--- src/design/fxtr_defs.vh ---
// Constants shared by the fixed-point trap, rotate and special-register datapath.
// Assumes inclusion by bare name from files in the same folder.
`ifndef FXTR_DEFS_VH
`define FXTR_DEFS_VH

// ============================================================
// Operation codes from the instruction decoder
`define FXTR_OP_W 4
`define FXTR_OP_NOP 4'h0
`define FXTR_OP_TRAP 4'h1
`define FXTR_OP_LOGIC 4'h2
`define FXTR_OP_ROT_INSERT 4'h3
`define FXTR_OP_ROT_MASK 4'h4
`define FXTR_OP_ROT_RIGHT 4'h5
`define FXTR_OP_SHIFT_LEFT 4'h6
`define FXTR_OP_SHIFT_RIGHT 4'h7
`define FXTR_OP_SHIFT_LEFT_MQ 4'h8
`define FXTR_OP_SHIFT_RIGHT_MQ 4'h9
`define FXTR_OP_SPR_TO_GPR 4'hA
`define FXTR_OP_GPR_TO_SPR 4'hB
`define FXTR_OP_SPR_TO_SPR 4'hC

// ============================================================
// Logical functions
`define FXTR_LF_AND 3'h0
`define FXTR_LF_OR 3'h1
`define FXTR_LF_XOR 3'h2
`define FXTR_LF_NAND 3'h3
`define FXTR_LF_NOR 3'h4
`define FXTR_LF_EQV 3'h5
`define FXTR_LF_ANDC 3'h6
`define FXTR_LF_ORC 3'h7

// ============================================================
// Trap condition positions within the five-bit mask
`define FXTR_TC_W 5
`define FXTR_TC_LT 0
`define FXTR_TC_GT 1
`define FXTR_TC_EQ 2
`define FXTR_TC_LLT 3
`define FXTR_TC_LGT 4

// ============================================================
// Special-register numbering
`define FXTR_SPR_W 10
`define FXTR_SPR_HALF 5
`define FXTR_SPR_PRIV_BIT 4
`define FXTR_DEC_NEW 10'h016
`define FXTR_DEC_LEGACY 10'h006

// ============================================================
// Register port: byte offsets, field positions, reset values
`define FXTR_ADDR_W 5
`define FXTR_REG_CTRL 5'h00
`define FXTR_REG_STATUS 5'h04
`define FXTR_REG_IRQ_EN 5'h08
`define FXTR_REG_IRQ_CLR 5'h0C
`define FXTR_REG_MQ 5'h10
`define FXTR_CTRL_LEGACY 0
`define FXTR_EV_W 3
`define FXTR_EV_TRAP 0
`define FXTR_EV_PRIV 1
`define FXTR_EV_DEC 2
`define FXTR_CTRL_RST 1'h0
`define FXTR_IRQ_EN_RST 3'h0
`define FXTR_MQ_RST 32'h00000000

`endif

--- src/design/fxtr_rotmask.v ---
// Left rotator with mask generator and insert or replace merge.
// Assumes big-endian bit numbering for mask bounds: position 0 is the MSB.
`timescale 1ns/1ps
`include "fxtr_defs.vh"

module fxtr_rotmask #(
  parameter WIDTH = 32,
  parameter AMT_W = 5
) (
  input wire [WIDTH-1:0] rot_in,
  input wire [AMT_W-1:0] rot_amt,
  input wire [AMT_W-1:0] mask_begin,
  input wire [AMT_W-1:0] mask_end,
  input wire use_ext_mask,
  input wire [WIDTH-1:0] ext_mask,
  input wire insert,
  input wire [WIDTH-1:0] target_old,
  output wire [WIDTH-1:0] rotated,
  output wire [WIDTH-1:0] result
);
  // ============================================================
  // Rotation, left only
  wire [2*WIDTH-1:0] doubled;
  wire [2*WIDTH-1:0] shifted;
  wire [WIDTH-1:0] gen_mask;
  wire [WIDTH-1:0] mask;

  assign doubled = {rot_in, rot_in};
  assign shifted = doubled << rot_amt;
  assign rotated = shifted[2*WIDTH-1:WIDTH];

  // ============================================================
  // Mask generation and merge per bit
  genvar i;
  generate
    for (i = 0; i < WIDTH; i = i + 1) begin : g_bit
      localparam integer POS_I = WIDTH - 1 - i;
      localparam [AMT_W-1:0] POS = POS_I[AMT_W-1:0];
      // A begin past the end wraps around the word
      assign gen_mask[i] = (mask_begin <= mask_end) ?
                           ((POS >= mask_begin) && (POS <= mask_end)) :
                           ((POS >= mask_begin) || (POS <= mask_end));
      assign mask[i] = use_ext_mask ? ext_mask[i] : gen_mask[i];
      assign result[i] = mask[i] ? rotated[i] : (insert & target_old[i]);
    end
  endgenerate
endmodule

--- src/design/fxtr_spr_decode.v ---
// Special-register number field decoder.
// Assumes the field arrives as printed in the instruction, halves swapped.
`timescale 1ns/1ps
`include "fxtr_defs.vh"

module fxtr_spr_decode (
  input wire [`FXTR_SPR_W-1:0] spr_field,
  input wire legacy,
  output wire [`FXTR_SPR_W-1:0] spr_num,
  output wire privileged,
  output wire is_decrementer
);
  // ============================================================
  // Number recovery
  wire [`FXTR_SPR_W-1:0] swapped_num;
  wire [`FXTR_SPR_W-1:0] legacy_num;

  assign swapped_num = {spr_field[`FXTR_SPR_HALF-1:0],
                        spr_field[`FXTR_SPR_W-1:`FXTR_SPR_HALF]};
  // The legacy field is only five bits; it sits where the low half lands
  assign legacy_num = {{`FXTR_SPR_HALF{1'b0}}, spr_field[`FXTR_SPR_W-1:`FXTR_SPR_HALF]};
  assign spr_num = legacy ? legacy_num : swapped_num;

  // ============================================================
  // Attributes
  assign privileged = spr_num[`FXTR_SPR_PRIV_BIT];
  assign is_decrementer = legacy ? (spr_num == `FXTR_DEC_LEGACY) :
                          (spr_num == `FXTR_DEC_NEW);
endmodule

--- src/design/fxtr_datapath.v ---
// Fixed-point trap, logical, rotate/shift and special-register move slice.
// Assumes one issue per cycle from the decoder, results one cycle later.
//
// Contract
// - Signed flags: position 0 less than, 1 greater than, 2 equal.
// - Unsigned flags: logically less than and logically greater than.
// - Flags ANDed with the condition mask; any set bit raises a trap.
// - First source compares with sign-extended immediate or second source, low 32 bits.
// - Logical operations work bit by bit with no carries.
// - Rotate-insert: mask 1 takes rotated bit, mask 0 keeps old target bit.
// - Rotate-mask: rotated value ANDed with mask replaces whole target.
// - Only left rotation; right by n is left by 32 minus n.
// - Logical left and right shifts written under a generated mask.
// - Legacy variant shifts with the quotient register also update it.
// - Moves special to special, special to general, general to special.
// - Special number field is 10 bits newer, 5 bits legacy.
// - The 10-bit field holds two 5-bit halves swapped.
// - One number bit marks privileged access when set.
// - Decrementer is number 22 privileged newer, 6 nonprivileged legacy.
`timescale 1ns/1ps
`include "fxtr_defs.vh"

module fxtr_datapath #(
  parameter WIDTH = 32
) (
  input wire ref_clk,
  input wire rst,
  input wire op_valid,
  input wire [`FXTR_OP_W-1:0] op_code,
  input wire [2:0] logic_func,
  input wire [WIDTH-1:0] first_source_register,
  input wire [WIDTH-1:0] second_source_register,
  input wire [WIDTH-1:0] target_old,
  input wire [15:0] imm16,
  input wire use_imm,
  input wire [`FXTR_TC_W-1:0] trap_condition_mask,
  input wire [4:0] rot_amount,
  input wire [4:0] mask_begin,
  input wire [4:0] mask_end,
  input wire [5:0] shift_amount,
  input wire [`FXTR_SPR_W-1:0] spr_src_field,
  input wire [`FXTR_SPR_W-1:0] spr_dst_field,
  input wire user_mode,
  output wire [`FXTR_SPR_W-1:0] spr_rd_num,
  input wire [WIDTH-1:0] spr_rd_data,
  output reg res_valid,
  output reg gpr_wr_en,
  output reg [WIDTH-1:0] gpr_wr_data,
  output reg spr_wr_en,
  output reg [`FXTR_SPR_W-1:0] spr_wr_num,
  output reg [WIDTH-1:0] spr_wr_data,
  output reg trap_req,
  output reg priv_fault,
  output reg dec_access,
  input wire [`FXTR_ADDR_W-1:0] reg_addr,
  input wire [31:0] reg_wr_data,
  input wire reg_wr,
  input wire reg_rd,
  output reg [31:0] reg_rd_data,
  output wire irq
);
  // ============================================================
  // Control and status state
  reg legacy;
  reg [`FXTR_EV_W-1:0] ev_status;
  reg [`FXTR_EV_W-1:0] irq_en;
  reg [WIDTH-1:0] multiply_quotient_register;

  // ============================================================
  // Trap comparison
  wire [WIDTH-1:0] trap_b;
  wire [`FXTR_TC_W-1:0] trap_flags;
  wire trap_hit;

  assign trap_b = use_imm ? {{(WIDTH-16){imm16[15]}}, imm16} : second_source_register;
  assign trap_flags[`FXTR_TC_LT] = $signed(first_source_register) < $signed(trap_b);
  assign trap_flags[`FXTR_TC_GT] = $signed(first_source_register) > $signed(trap_b);
  assign trap_flags[`FXTR_TC_EQ] = first_source_register == trap_b;
  assign trap_flags[`FXTR_TC_LLT] = first_source_register < trap_b;
  assign trap_flags[`FXTR_TC_LGT] = first_source_register > trap_b;
  assign trap_hit = |(trap_flags & trap_condition_mask);

  // ============================================================
  // Logical unit
  reg [WIDTH-1:0] logic_res;

  always @* begin
    case (logic_func)
      `FXTR_LF_AND: logic_res = first_source_register & second_source_register;
      `FXTR_LF_OR: logic_res = first_source_register | second_source_register;
      `FXTR_LF_XOR: logic_res = first_source_register ^ second_source_register;
      `FXTR_LF_NAND: logic_res = ~(first_source_register & second_source_register);
      `FXTR_LF_NOR: logic_res = ~(first_source_register | second_source_register);
      `FXTR_LF_EQV: logic_res = ~(first_source_register ^ second_source_register);
      `FXTR_LF_ANDC: logic_res = first_source_register & ~second_source_register;
      `FXTR_LF_ORC: logic_res = first_source_register | ~second_source_register;
      default: logic_res = {WIDTH{1'b0}};
    endcase
  end

  // ============================================================
  // Rotate and shift control
  wire is_left_shift;
  wire is_right_shift;
  wire is_shift;
  wire [5:0] right_rot;
  wire [5:0] right_shift_rot;
  reg [4:0] rot_amt;
  wire [WIDTH-1:0] shift_mask;
  wire [WIDTH-1:0] rotated;
  wire [WIDTH-1:0] rot_result;

  assign is_left_shift = (op_code == `FXTR_OP_SHIFT_LEFT) ||
                         (op_code == `FXTR_OP_SHIFT_LEFT_MQ);
  assign is_right_shift = (op_code == `FXTR_OP_SHIFT_RIGHT) ||
                          (op_code == `FXTR_OP_SHIFT_RIGHT_MQ);
  assign is_shift = is_left_shift | is_right_shift;
  assign right_rot = 6'h20 - {1'b0, rot_amount};
  assign right_shift_rot = 6'h20 - {1'b0, shift_amount[4:0]};
  // Shift counts of 32 and above clear the whole word
  assign shift_mask = shift_amount[5] ? {WIDTH{1'b0}} :
                      (is_left_shift ? ({WIDTH{1'b1}} << shift_amount[4:0]) :
                      ({WIDTH{1'b1}} >> shift_amount[4:0]));

  always @* begin
    if (op_code == `FXTR_OP_ROT_RIGHT) begin
      rot_amt = right_rot[4:0];
    end else if (is_right_shift) begin
      rot_amt = right_shift_rot[4:0];
    end else if (is_left_shift) begin
      rot_amt = shift_amount[4:0];
    end else begin
      rot_amt = rot_amount;
    end
  end

  fxtr_rotmask #(
    .WIDTH(WIDTH),
    .AMT_W(5)
  ) u_rotmask (
    .rot_in(first_source_register),
    .rot_amt(rot_amt),
    .mask_begin(mask_begin),
    .mask_end(mask_end),
    .use_ext_mask(is_shift),
    .ext_mask(shift_mask),
    .insert(op_code == `FXTR_OP_ROT_INSERT),
    .target_old(target_old),
    .rotated(rotated),
    .result(rot_result)
  );

  // ============================================================
  // Special-register decode
  wire [`FXTR_SPR_W-1:0] src_num;
  wire src_priv;
  wire src_dec;
  wire [`FXTR_SPR_W-1:0] dst_num;
  wire dst_priv;

  fxtr_spr_decode u_spr_src (
    .spr_field(spr_src_field),
    .legacy(legacy),
    .spr_num(src_num),
    .privileged(src_priv),
    .is_decrementer(src_dec)
  );

  fxtr_spr_decode u_spr_dst (
    .spr_field(spr_dst_field),
    .legacy(legacy),
    .spr_num(dst_num),
    .privileged(dst_priv),
    .is_decrementer()
  );

  // Read port address is combinational so the file answers in the issue cycle
  assign spr_rd_num = src_num;

  // ============================================================
  // Result selection
  reg next_gpr_wr_en;
  reg [WIDTH-1:0] next_gpr_wr_data;
  reg next_spr_wr_en;
  reg [WIDTH-1:0] next_spr_wr_data;
  reg next_trap;
  reg next_priv;
  reg next_dec;
  reg next_mq_wr;

  always @* begin
    next_gpr_wr_en = 1'b0;
    next_gpr_wr_data = {WIDTH{1'b0}};
    next_spr_wr_en = 1'b0;
    next_spr_wr_data = {WIDTH{1'b0}};
    next_trap = 1'b0;
    next_priv = 1'b0;
    next_dec = 1'b0;
    next_mq_wr = 1'b0;
    if (op_valid) begin
      case (op_code)
        `FXTR_OP_TRAP: begin
          next_trap = trap_hit;
        end
        `FXTR_OP_LOGIC: begin
          next_gpr_wr_en = 1'b1;
          next_gpr_wr_data = logic_res;
        end
        `FXTR_OP_ROT_INSERT, `FXTR_OP_ROT_MASK, `FXTR_OP_ROT_RIGHT: begin
          next_gpr_wr_en = 1'b1;
          next_gpr_wr_data = rot_result;
        end
        `FXTR_OP_SHIFT_LEFT, `FXTR_OP_SHIFT_RIGHT: begin
          next_gpr_wr_en = 1'b1;
          next_gpr_wr_data = rot_result;
        end
        `FXTR_OP_SHIFT_LEFT_MQ, `FXTR_OP_SHIFT_RIGHT_MQ: begin
          next_gpr_wr_en = 1'b1;
          next_gpr_wr_data = rot_result;
          // Newer variant has no quotient register; these act as plain shifts
          next_mq_wr = legacy;
        end
        `FXTR_OP_SPR_TO_GPR: begin
          next_priv = src_priv & user_mode;
          next_dec = src_dec;
          next_gpr_wr_en = ~next_priv;
          next_gpr_wr_data = spr_rd_data;
        end
        `FXTR_OP_GPR_TO_SPR: begin
          next_priv = dst_priv & user_mode;
          next_spr_wr_en = ~next_priv;
          next_spr_wr_data = first_source_register;
        end
        `FXTR_OP_SPR_TO_SPR: begin
          next_priv = (src_priv | dst_priv) & user_mode;
          next_dec = src_dec;
          next_spr_wr_en = ~next_priv;
          next_spr_wr_data = spr_rd_data;
        end
        default: begin
          next_gpr_wr_en = 1'b0;
        end
      endcase
    end
    if (next_trap) begin
      next_gpr_wr_en = 1'b0;
      next_spr_wr_en = 1'b0;
    end
  end

  // ============================================================
  // Result stage
  always @(posedge ref_clk) begin
    if (rst) begin
      res_valid <= 1'b0;
      gpr_wr_en <= 1'b0;
      gpr_wr_data <= {WIDTH{1'b0}};
      spr_wr_en <= 1'b0;
      spr_wr_num <= {`FXTR_SPR_W{1'b0}};
      spr_wr_data <= {WIDTH{1'b0}};
      trap_req <= 1'b0;
      priv_fault <= 1'b0;
      dec_access <= 1'b0;
    end else begin
      res_valid <= op_valid;
      gpr_wr_en <= next_gpr_wr_en;
      gpr_wr_data <= next_gpr_wr_data;
      spr_wr_en <= next_spr_wr_en;
      spr_wr_num <= dst_num;
      spr_wr_data <= next_spr_wr_data;
      trap_req <= next_trap;
      priv_fault <= next_priv;
      dec_access <= next_dec & ~next_priv;
    end
  end

  // ============================================================
  // Register port, events and interrupt
  wire [`FXTR_EV_W-1:0] ev_set;
  wire [`FXTR_EV_W-1:0] ev_clr;
  wire wr_mq;

  assign ev_set = {next_dec & ~next_priv, next_priv, next_trap};
  assign ev_clr = (reg_wr && (reg_addr == `FXTR_REG_IRQ_CLR)) ?
                  reg_wr_data[`FXTR_EV_W-1:0] : {`FXTR_EV_W{1'b0}};
  assign wr_mq = reg_wr && (reg_addr == `FXTR_REG_MQ);
  assign irq = |(ev_status & irq_en);

  always @(posedge ref_clk) begin
    if (rst) begin
      legacy <= `FXTR_CTRL_RST;
      ev_status <= {`FXTR_EV_W{1'b0}};
      irq_en <= `FXTR_IRQ_EN_RST;
      multiply_quotient_register <= `FXTR_MQ_RST;
      reg_rd_data <= 32'h00000000;
    end else begin
      // A new event in the clearing cycle stays set
      ev_status <= (ev_status & ~ev_clr) | ev_set;
      if (reg_wr && (reg_addr == `FXTR_REG_CTRL)) begin
        legacy <= reg_wr_data[`FXTR_CTRL_LEGACY];
      end
      if (reg_wr && (reg_addr == `FXTR_REG_IRQ_EN)) begin
        irq_en <= reg_wr_data[`FXTR_EV_W-1:0];
      end
      // Datapath update wins over a software write in the same cycle
      if (next_mq_wr) begin
        multiply_quotient_register <= rotated;
      end else if (wr_mq) begin
        multiply_quotient_register <= reg_wr_data[WIDTH-1:0];
      end
      if (reg_rd) begin
        case (reg_addr)
          `FXTR_REG_CTRL: reg_rd_data <= {31'h00000000, legacy};
          `FXTR_REG_STATUS: reg_rd_data <= {{(32-`FXTR_EV_W){1'b0}}, ev_status};
          `FXTR_REG_IRQ_EN: reg_rd_data <= {{(32-`FXTR_EV_W){1'b0}}, irq_en};
          `FXTR_REG_MQ: reg_rd_data <= multiply_quotient_register;
          default: reg_rd_data <= 32'h00000000;
        endcase
      end else begin
        reg_rd_data <= 32'h00000000;
      end
    end
  end
endmodule

--- config.mk ---
export PLATFORM = sky130hd
export DESIGN_NAME = fxtr_datapath
export DESIGN_NICKNAME = d
export VERILOG_FILES = /design/src/design/fxtr_rotmask.v /design/src/design/fxtr_spr_decode.v /design/src/design/fxtr_datapath.v
export VERILOG_INCLUDE_DIRS = /design/src /design/src/design
export SDC_FILE = /design/constraint.sdc
export NUM_CORES = 1
export LEC_CHECK = 0
export BUFFER_PORTS_ARGS = -buffer_cell sky130_fd_sc_hd__buf_4
export CAP_MARGIN = 20
export CORE_MARGIN = 2
export CORE_UTILIZATION = 31
export DETAILED_ROUTE_END_ITERATION = 8
export REMOVE_ABC_BUFFERS = 1
export SYNTH_ARGS = -nofsm -noshare
export SYNTH_HDL_FRONTEND = slang
export SYNTH_HIERARCHICAL = 1
export SYNTH_SLANG_ARGS = --single-unit
export TNS_END_PERCENT = 50
--- constraint.sdc ---
create_clock -name ref_clk -period 7.5 [get_ports ref_clk]
set_input_delay 2.25 -clock ref_clk [delete_from_list [all_inputs] [get_ports ref_clk]]
set_output_delay 2.25 -clock ref_clk [all_outputs]
set_load 0.01 [all_outputs]
Yosys cells after proc, flatten, opt, wreduce, memory -nomap -nowiden

Cells that the tools add are included.

Register bits: 151
Latch bits: 0
Bits in writable memories: 0
Bits in read-only memories: 0
Input port bits: 241
Output and inout bits: 123
Word-level logic and storage cells: 377
Memories kept: 0

Add/subtract/negate cells: 2
Multipliers: 0
Div/mod/pow operators: 0
$lt $le $gt $ge: 69
Equal/unequal tests: 26
Shift-type cells: 3
Multiplexer cells: 121
Bitwise logic cells: 58
Reduce and logical (&&, ||, !) cells: 83

Operator list:

| cell                                                                            | count |
|---|---|
| 32-bit case mux with 8 select lines                                             | 1 |
| 32-bit 2-to-1 mux                                                               | 5 |
| 32-bit NOT                                                                      | 4 |
| 32-bit case mux with 4 select lines                                             | 1 |
| 1-bit 2-to-1 mux                                                                | 104 |
| 32-bit case mux with 3 select lines                                             | 1 |
| 5-bit >= comparator, first input constant                                       | 16 |
| 5-bit less-or-equal comparator, first input constant                            | 16 |
| 32-bit AND                                                                      | 2 |
| 32-bit greater-than comparator                                                  | 2 |
| 32-bit less-than comparator                                                     | 2 |
| 32-bit bitwise OR                                                               | 2 |
| 32-bit case mux with 2 select lines                                             | 1 |
| 64-bit by 5-bit left shift with 64-bit output                                   | 1 |
| 4-bit by 5-bit >= comparator with 1-bit output, first input constant            | 8 |
| 4-bit by 5-bit less-or-equal comparator with 1-bit output, first input constant | 8 |
| 1-bit AND                                                                       | 36 |
| 1-bit logical AND                                                               | 36 |
| 1-bit logical OR                                                                | 34 |
| 32-bit == test                                                                  | 1 |
| 32-bit by 5-bit left shift with 32-bit output, first input constant             | 1 |
| 32-bit by 5-bit right shift with 32-bit output, first input constant            | 1 |
| 32-bit XOR                                                                      | 1 |
| 4-bit == test, second input constant                                            | 5 |
| 38 further kinds                                                                | 73 |

Depth between registers and ports, before layout

Gate-level depths: netlist of the first run.

Depth in word-level cells: 8
Depth in mapped cells: 19
Mapped depth without buffers: 16

Modules after synthesis

The synthesis of the first run kept the hierarchy.

Modules (own cells, without submodules):

| module          | times used | cells each | area each (um^2) | seq. area each (um^2) |
|---|---|---|---|---|
| fxtr_datapath   | 1          | 1,388      | 11,069.4         | 3,022.9 |
| fxtr_rotmask    | 1          | 476        | 3,612.2          | 0.0 |
| fxtr_spr_decode | 2          | 17         | 123.9            | 0.0 |

Worst setup path after synthesis of the first run

No wires, ideal clock.

Path type: input port to flip-flop
From: input port op_code[1]
To: register gpr_wr_data[3]
Setup time: 0.128 ns
Data arrival time: 5.162 ns
Required time: 7.372 ns
Path slack: 2.211 ns
Cell stages on the path: 18
Path buffers: 4
Cell sequence: buf_2 > nor3b_2 > a21o_1 > clkbuf_1 > nor2_1 > a31oi_1 > o21ai_0 > a31oi_1 > buf_6 > buf_6 > mux2_2 > o22ai_1 > a221oi_1 > mux2i_1 > mux2i_1 > mux2_2 > a221oi_1 > nor2_1

Elaborated cells on any way between the ends: 23
Classes of those cells: 9 x eq/ne; 1 x shift; 8 x mux; 2 x bitwise; 3 x reduce/logical

RTL lines:

| what                                                                             | line                                     | source |
|---|---|---|
| start, declared                                                                  | fxtr_datapath.v:29                       | `` input wire [`FXTR_OP_W-1:0] op_code, `` |
| 4-bit by 3-bit == test with 1-bit output / 4-bit == test (equally long branches) | n/a                                      |  |
| 1-bit logical OR, on equally long branches                                       | fxtr_datapath.v:113, fxtr_datapath.v:115 |  |
| 1-bit bitwise OR *                                                               | fxtr_datapath.v:117                      | `assign is_shift = is_left_shift \| is_right_shift;` |
| via is_shift                                                                     | fxtr_datapath.v:105                      | `wire is_shift;` |
| 1-bit 2-to-1 mux *                                                               | fxtr_rotmask.v:43                        | `assign mask[i] = use_ext_mask ? ext_mask[i] : gen_mask[i];` |
| 1-bit 2-to-1 mux *                                                               | fxtr_rotmask.v:44                        | `assign result[i] = mask[i] ? rotated[i] : (insert & target_old[i]);` |
| via rot_result[3]                                                                | fxtr_datapath.v:111                      | `wire [WIDTH-1:0] rot_result;` |
| 32-bit case mux with 3 select lines *                                            | fxtr_datapath.v:201                      | `case (op_code)` |
| end signal, assigned                                                             | fxtr_datapath.v:257                      | `gpr_wr_data <= {WIDTH{1'b0}};` |
| end signal, assigned                                                             | fxtr_datapath.v:267                      | `gpr_wr_data <= next_gpr_wr_data;` |
| end, declared                                                                    | fxtr_datapath.v:48                       | `output reg [WIDTH-1:0] gpr_wr_data,` |

The timed path passes the listed nets; every way through them passes the cells marked *.
A chain may end at the register's enable or synchronous reset.

Worst setup path in the final report of the first run

From: input port op_code[2]
To: register gpr_wr_data[7]

Longest elaborated chain between the ends: 8
Elaborated cells on any way between the ends: 23
Classes of those cells: 9 x eq/ne; 1 x shift; 8 x mux; 2 x bitwise; 3 x reduce/logical

RTL lines:

| what                                                                             | line                | source |
|---|---|---|
| 4-bit by 3-bit == test with 1-bit output / 4-bit == test (equally long branches) | n/a                 |  |
| 1-bit logical OR                                                                 | fxtr_datapath.v:113 | `` assign is_left_shift = (op_code == `FXTR_OP_SHIFT_LEFT) \|\| `` |
| 5-bit 2-to-1 mux                                                                 | fxtr_datapath.v:130 | `end else if (is_left_shift) begin` |
| 5-bit 2-to-1 mux                                                                 | fxtr_datapath.v:128 | `end else if (is_right_shift) begin` |
| 5-bit 2-to-1 mux *                                                               | fxtr_datapath.v:126 | `` if (op_code == `FXTR_OP_ROT_RIGHT) begin `` |
| via rot_amt[1]                                                                   | fxtr_datapath.v:108 | `reg [4:0] rot_amt;` |
| 64-bit by 5-bit left shift with 64-bit output *                                  | fxtr_rotmask.v:29   | `assign shifted = doubled << rot_amt;` |
| via rotated[7]                                                                   | fxtr_datapath.v:110 | `wire [WIDTH-1:0] rotated;` |
| 1-bit 2-to-1 mux *                                                               | fxtr_rotmask.v:44   |  |
| via rot_result[7]                                                                | fxtr_datapath.v:111 |  |
| 32-bit case mux with 3 select lines *                                            | fxtr_datapath.v:201 |  |

Marks and branches as above.

==> results of run 1 <==
cell type report:
class	instances	area [µm²]
diodes	1	2.50
fillers	4880	29100
clock inverters	15	178
inverters	88	330
multi-input cells	1487	10800
flip-flops and latches	151	3020
clock buffers	17	425
repair buffers	383	2890
well taps	615	769
per-stage QoR:
step                instances  hold slack [ns]  area, µm²  power (µW)
floorplan                1726            0.431      14100        1450
global placement         2723            0.439      17800        1930
detailed placement       2723            0.441      17800        1940
CTS                      2755            0.459      18400        2840
global route             2756            0.476      18400        2970
finish                   2757            0.452      18400        2850
where the power goes:
part	switching, µW	internal, µW	total (µW)
sequential	8.77	817	826
clock	452	450	901
combinational	689	432	1120
final timing paths:
check             slack, ns                      startpoint  cells after the start                        endpoint
hold reg to reg        0.45  multiply_quotient_register[16]                      1                 reg_rd_data[16]
setup / recovery       1.39                      op_code[2]                     14                  gpr_wr_data[7]
hold / removal         0.45  multiply_quotient_register[16]                      1                 reg_rd_data[16]
setup reg to reg       5.09                          legacy                      6  multiply_quotient_register[14]
registers in the layout, summed over array words and instances, names as in the netlist:
name	flops
dec_access	1
ev_status	3
gpr_wr_data	32
gpr_wr_en	1
irq_en	3
legacy	1
multiply_quotient_register	32
priv_fault	1
reg_rd_data	32
res_valid	1
spr_wr_data	32
spr_wr_en	1
spr_wr_num	10
trap_req	1
layer usage:
metal / share of wire / vias up
met5: 0.000076 / -
met4: 0.024 / 2
met3: 0.069 / 93
li1: - / 7330
met1: 0.44 / 7847
met2: 0.47 / 717
placed cells by master, fill, tap and decap left out, types with 4 or more instances in the layout:
master and n:
a211oi_1 43, a21oi_1 188, a221oi_1 49, a22o_1 5, a22oi_1 59, a31oi_1 11
and2_1 68, buf_4 382, clkbuf_16 17, clkinv_1 4, clkinv_8 5, dfxtp_1 151
ha_1 170, inv_1 82, inv_8 4, maj3_1 20, mux2_2 53, mux2i_1 155
nand2_1 118, nand2b_1 12, nand3_1 11, nand4_1 9, nor2_1 204, nor2b_1 31
nor3_1 7, o211ai_1 30, o21a_1 7, o21ai_0 70, o21ai_1 6, o221ai_1 23
o22ai_1 47, o31ai_1 9, or3_1 4
==> results_dict.tcl, run 1 <==
set metrics [dict create \
    htreeDepth 4 \
    io_buffers 363 \
    maxSlewHeadroom 0.353 \
    cpPeakStageDelay_ns 0.76 \
    die_w_um 223 \
    finalCriticalPeriod_ns 6.11 \
    drive_above_1_share 0.236 \
    critPathTopFamily "compound AO/OA/AOI/OAI gates" \
    area_delta_synth_final_pct 23.8 \
    setup_slack_ns 1.39 \
    clock.fmax_ghz 0.164 \
    initial_utilization 0.313 \
    required_ns 7.88 \
    hold_path.class "flip-flop to flip-flop" \
    vias_per_cell 5.80 \
    yosys_warnings 6 \
    dieHeight_um 223 \
    overflow 0 \
    gr-usage-met1 0.340 \
    grt_pass1_wl_um 96400 \
    hpwl_um 50700 \
    met2_usage 0.428 \
    rsz0062_at_grt "false" \
    drtIter0Drc 1546 \
    drv_cap 0 \
    synth_cells 1892 \
    clock_path_buffers 2 \
    hold_violations 0 \
    grtUsageTotal 0.255 \
    power_density_nw_per_um2 155 \
    io_pins 364 \
    fin_setup_tns_ns 0 \
    core_area_um2 47500 \
    die_area_um2 49800 \
    critPathLaunchType "primary input" \
    antenna_found_initial 2 \
    cts_root_buffer "clkbuf_16" \
    critPathSlowestCell "o21ai_0" \
    wl_per_cell_um 24.0 \
    drv_slew 0 \
    cts_hold_repair.buffers 0 \
    numCtsBuffers 17 \
    drt_pass1_iterations 6 \
    fin_util 0.388 \
    fin_crit_sh 0.814 \
    nNetsFinal 2539 \
    worstSetupPathType "primary input to flip-flop" \
    preCtsSetupSlack_ns 1.08 \
    setup_viol 0 \
    routabilityCongestion 0.930 \
    ctsResizeCount 0 \
    grt_use_met3 0.0407 \
    clock-sinks 151 \
    vias 15989 \
    syn_area_per_cell_um2 7.87 \
    crit_arrival_ns 6.48 \
    irDropWorstVdd_mv 0.101 \
    end_kind "flip-flop" \
    p_leak_uw 0.00805 \
    crit_path_max_fanout 17 \
    outcome "finished, final reports clean" \
    synth_area_um2 14900 \
    cts_setup_buffers 0 \
    antenna_left 0 \
    worst-path-buf-inv 1 \
    grt_pass1_vias 15118 \
    busiest_layer "met2" \
    cts_tree "yes" \
    clkTransAtPathRegs_ns 0.08 \
    tightest_slew_ns 0.967 \
    clk-insertion-delay-late_ns 0.46 \
    wl_um 66100 \
    cp_cell_sequence "buf_4 -> nor2b_1 -> a21o_1 -> o211ai_1 -> o21ai_0 -> o21ai_0 -> nand2b_1 -> o22ai_1 -> a221oi_1 -> mux2i_1 -> mux2i_1 -> mux2_2 -> a22oi_1 -> a21oi_1" \
    route.detailed.drc 0 \
    finalClockSkew_ns 0.00967 \
    rows 80 \
    grt_max_degree 75 \
]
No activity file was read; power rests on OpenSTA's default activity.
==> inputs of run 2 (changes only) <==
==> constraint.sdc (replaced) <==
create_clock -name ref_clk -period 5 [get_ports ref_clk]
set_input_delay 1.5 -clock ref_clk [delete_from_list [all_inputs] [get_ports ref_clk]]
set_output_delay 1.5 -clock ref_clk [all_outputs]
set_load 0.01 [all_outputs]
==> results_dict.tcl, run 2 (synthesis results as in run 1) <==
set metrics [dict create \
    irDropWorstVdd_mv 0.242 \
    antenna_found_initial 0 \
    end_kind "flip-flop" \
    wl_um 67000 \
    layout_common_cells "buf_4, nor2_1, a21oi_1, ha_1, mux2i_1" \
    critPathSlowestCell "mux2i_1" \
    rows 80 \
    grt_pass1_vias 15603 \
    antennaDiodeCount 0 \
    drive_above_1_share 0.286 \
    rsz0062_at_grt "false" \
    die_area_um2 49800 \
    crit_top_cell "buf_4" \
    core_area_um2 47500 \
    drv_slew 0 \
    cts_setup_buffers 0 \
    finalClockSkew_ns 0.0189 \
    antenna_left 0 \
    power_density_nw_per_um2 237 \
    clk-insertion-delay-late_ns 0.45 \
    layout_commonest_cell "buf_4" \
    clock_path_buffers 2 \
    vias_per_cell 5.66 \
    dieHeight_um 223 \
    overflow 0 \
    drtIter0Drc 1629 \
    hold_path.class "flip-flop to flip-flop" \
    area_delta_synth_final_pct 32.3 \
    io_buffers 363 \
    total_power_uw 4670 \
    final_cells 2902 \
    vias 16432 \
    worstSetupPathType "primary input to flip-flop" \
    crit_path_max_fanout 7 \
    maxSlewHeadroom 0.291 \
    cts_root_buffer "clkbuf_16" \
    io_pins 364 \
    critPathTopFamily "compound AO/OA/AOI/OAI gates" \
    required_ns 5.36 \
    hpwl_um 52500 \
    tightest_slew_ns 1.06 \
    critPathLaunchType "primary input" \
    clock-sinks 151 \
    outcome "finished, final reports clean" \
    cts_tree "yes" \
    place_inst 2869 \
    cp_cell_sequence "buf_4 -> nor2b_1 -> a21o_1 -> buf_4 -> o211ai_1 -> o21ai_0 -> o21ai_0 -> buf_4 -> buf_4 -> nand2b_1 -> buf_4 -> buf_4 -> o22ai_1 -> a221oi_1 -> mux2i_1 -> mux2i_1 -> mux2_2 -> a22oi_1 -> a21oi_1" \
    grt_pass1_wl_um 98000 \
    grt_max_degree 57 \
    wl_per_cell_um 23.1 \
    drt_pass1_iterations 9 \
    grtUsageTotal 0.259 \
    clock.fmax_ghz 0.208 \
    route.detailed.drc 0 \
    hold_violations 0 \
    cpPeakStageDelay_ns 0.45 \
    hold_slack_ns 0.450 \
    crit_arrival_ns 5.17 \
    clkTransAtPathRegs_ns 0.07 \
    htreeDepth 4 \
    routabilityCongestion 0.966 \
    initial_utilization 0.313 \
    worst-path-buf-inv 6 \
    die_w_um 223 \
    drv_cap 0 \
    p_leak_uw 0.00882 \
    fin_crit_sh 0.962 \
    numCtsBuffers 17 \
    nNetsFinal 2685 \
    nFillCells 4818 \
    setup_viol 0 \
    finalCriticalPeriod_ns 4.81 \
]
run 2: changes by cell type in the layout (fill, tap and decap cells not counted), sizes merged:
cell    previous run  this run
diode              1         0
buf              383       529
inv               91        90
bufinv             0         3
clkinv            11         9
run 2: what timing repair did:
item	in CTS	in global routing
endpoints found under the setup margin	0	9
gates resized for setup	0	3
hold buffers	0	0
run 2: area by class of cell:
type	instances	area, µm²	area share
Clock buffer	17	425	0.0216
Tap cell	615	769	0.0391
Sequential cell	151	3020	0.154
Timing Repair Buffer	529	4090	0.208
Multi-Input combinational cell	1487	10800	0.550
Inverter	88	330	0.0168
Clock inverter	15	215	0.0109
run 2: worst paths after layout:
path                                                startpoint                        endpoint  slack [ns]  cells after the start
worst max-delay path                                op_code[2]                 gpr_wr_data[16]        0.19                     19
worst min-delay path            multiply_quotient_register[30]                 reg_rd_data[30]        0.45                      1
worst max register to register                          legacy  multiply_quotient_register[22]        2.68                      5
worst min register to register  multiply_quotient_register[30]                 reg_rd_data[30]        0.45                      1
run 2: worst reg2reg max path, delay by kind of cell (launching register included):
family	cells	cell delay, ns
compound gates	2	0.95
buf+inv	1	0.32
flops	1	0.63
simple gates	2	0.34
run 2: metal layers:
layer / wire, µm / GRT usage / share of wire / vias up
met4: 1980 / 0.0851 / 0.030 / 0
met1: 29300 / 0.350 / 0.44 / 7939
met5: 0 / 0 / 0 / -
met3: 4640 / 0.0411 / 0.069 / 101
met2: 31000 / 0.419 / 0.46 / 773
li1: - / - / - / 7619
run 2: through the flow:
step	setup WS, ns	setup TNS (ns)	cell area, µm²	utilization
after floorplan	-2.38	-142.28	14100	-
after global placement	-0.408	-5.15	19000	0.400
after detailed placement	-0.423	-4.85	19000	0.400
after CTS	0.0442	0	19600	0.413
after global routing	0.0202	0	19700	0.414
final	0.191	0	19700	0.414
run 2: power breakdown:
group          leakage (µW)  internal [µW]  switching, µW
Combinational       0.00729            902           1100
Sequential          0.00122           1230           12.8
Clock              0.000309            809            619
==> inputs of run 3 (changes only) <==
--- a/config.mk
+++ b/config.mk
@@ -8,6 +8,7 @@
 export LEC_CHECK = 0
 export BUFFER_PORTS_ARGS = -buffer_cell sky130_fd_sc_hd__buf_4
 export CAP_MARGIN = 20
+export CORE_ASPECT_RATIO = 0.9
 export CORE_MARGIN = 2
 export CORE_UTILIZATION = 31
 export DETAILED_ROUTE_END_ITERATION = 8
==> results_dict.tcl, run 3 (synthesis results as in run 1) <==
set metrics [dict create \
    drive_above_1_share 0.280 \
    die_w_um 235 \
    required_ns 5.34 \
    critPathLaunchType "primary input" \
    dieHeight_um 212 \
    min_from "multiply_quotient_register[20]" \
    rows 76 \
    routabilityCongestion 0.944 \
    worst-path-buf-inv 5 \
    worst_hold_path.endpoint "reg_rd_data[20]" \
    nFillCells 4867 \
    vias 16484 \
    grt_pass1_vias 16068 \
    p_leak_uw 0.00873 \
    drtIter0Drc 1478 \
    layout_common_cells "buf_4, nor2_1, a21oi_1, ha_1, mux2i_1" \
    setup_viol 0 \
    fin_setup_tns_ns 0 \
    critPathTopFamily "compound AO/OA/AOI/OAI gates" \
    hold_violations 0 \
    numCtsBuffers 17 \
    clkTransAtPathRegs_ns 0.07 \
    hold_path.class "flip-flop to flip-flop" \
    cp.depth 19 \
    fin_util 0.410 \
    finalClockSkew_ns 0.00754 \
    htreeDepth 4 \
    area_delta_synth_final_pct 31.2 \
    worstSetupPathType "primary input to flip-flop" \
    cpPeakStageDelay_ns 0.36 \
    reg2reg_slack_ns 2.94 \
    wl_per_cell_um 24.7 \
    cts_setup_buffers 0 \
    cts_hold_repair.buffers 0 \
    hpwl_um 55300 \
    antenna_found_initial 3 \
    cts_root_buffer "clkbuf_16" \
    timing.rr.end "multiply_quotient_register[5]" \
    irDropWorstVdd_mv 0.272 \
    antenna_left 0 \
    drv_slew 0 \
    grtUsageTotal 0.279 \
    clk-insertion-delay-late_ns 0.49 \
    setup_slack_ns 0.213 \
    layout_commonest_cell "buf_4" \
    grt_pass1_wl_um 104000 \
    overflow 0 \
    rsz0062_at_grt "true" \
    io_pins 364 \
    r2r-start "legacy" \
    maxSlewHeadroom 0.262 \
    vias_per_cell 5.68 \
    power_density_nw_per_um2 238 \
    cts_tree "yes" \
    rr_worst_depth 4 \
    crit_path_max_fanout 28 \
    initial_utilization 0.312 \
    drt_pass1_iterations 6 \
    fin_crit_sh 0.957 \
    nNetsFinal 2674 \
    clock.fmax_ghz 0.209 \
    route.detailed.drc 0 \
    outcome "finished, final reports clean" \
    die_area_um2 49800 \
    critPathSlowestCell "mux2_2" \
    grt_max_degree 65 \
    clock-sinks 151 \
    clock_path_buffers 2 \
    core_area_um2 47600 \
    end_kind "flip-flop" \
    drv_cap 0 \
    io_buffers 363 \
    crit_arrival_ns 5.13 \
    tightest_slew_ns 1.10 \
    cp_cell_sequence "buf_4 -> inv_1 -> ha_1 -> inv_1 -> o31ai_1 -> xor2_1 -> nand2_1 -> o21ai_0 -> a31oi_4 -> buf_12 -> buf_4 -> mux2_2 -> o22ai_1 -> a221oi_1 -> mux2i_1 -> mux2i_2 -> mux2_2 -> a22oi_1 -> a21oi_1" \
    preCtsSetupSlack_ns -0.320 \
    finalCriticalPeriod_ns 4.79 \
    wl_um 71600 \
    whs_path_depth 1 \
]
[run 3: layer usage]
layer  share of wire  GRT usage  routed length (µm)  up-vias
met1            0.43      0.363               30800     7912
met3           0.084     0.0630                6030      139
met4           0.041      0.120                2910        2
met2            0.45      0.444               31900      819
li1                -          -                   -     7612
met5         0.00020          0                  14        -
[run 3: area by class of cell]
type / instances / area, µm² / share of cell area
multi-input combinational: 1487 / 10800 / 0.553
timing repair buffer: 518 / 4000 / 0.205
sequential: 151 / 3020 / 0.155
tap: 624 / 781 / 0.0400
clock buffer: 18 / 429 / 0.0220
inverter: 88 / 330 / 0.0169
clock inverter: 14 / 159 / 0.00814
antenna: 1 / 2.50 / 0.000128
[run 3: timing repair]
| action | in CTS | in global routing |
|---|---|---|
| resized for setup | 0 | 1 |
| endpoints found under the hold margin | 0 | 0 |
| setup endpoints to repair | 0 | 1 |
[run 3: worst reg2reg max path, cell delays in order (launching register included)]
cell      delay, ns
dfxtp_1        0.65
and3_2         0.30
buf_4          0.49
mux2i_1        0.37
a211oi_1       0.11
[run 3: worst max path at each step]
stage / from / endpoint / slack [ns]
after detailed placement: shift_amount[1] / gpr_wr_data[16] / -0.32
final: shift_amount[1] / gpr_wr_data[16] / 0.21
after global routing: shift_amount[1] / gpr_wr_data[15] / -0.04
after global placement: shift_amount[1] / gpr_wr_data[16] / -0.35
after CTS: shift_amount[1] / gpr_wr_data[16] / 0.22
after floorplan: op_code[1] / gpr_wr_data[31] / -2.38
[run 3: per-stage QoR]
step	power (µW)	hold slack (ns)	cells	area (µm²)
after global placement	3240	0.439	2868	18900
after CTS	4630	0.461	2900	19500
final	4650	0.458	2901	19500
after global routing	4830	0.474	2900	19500
after floorplan	2170	0.431	1726	14100
after detailed placement	3250	0.445	2868	18900
[run 3: report_power, final]
group          leakage (µW)  internal [µW]  switching, µW
clock              0.000283            707            662
sequential          0.00122           1230           12.0
combinational       0.00722            883           1160
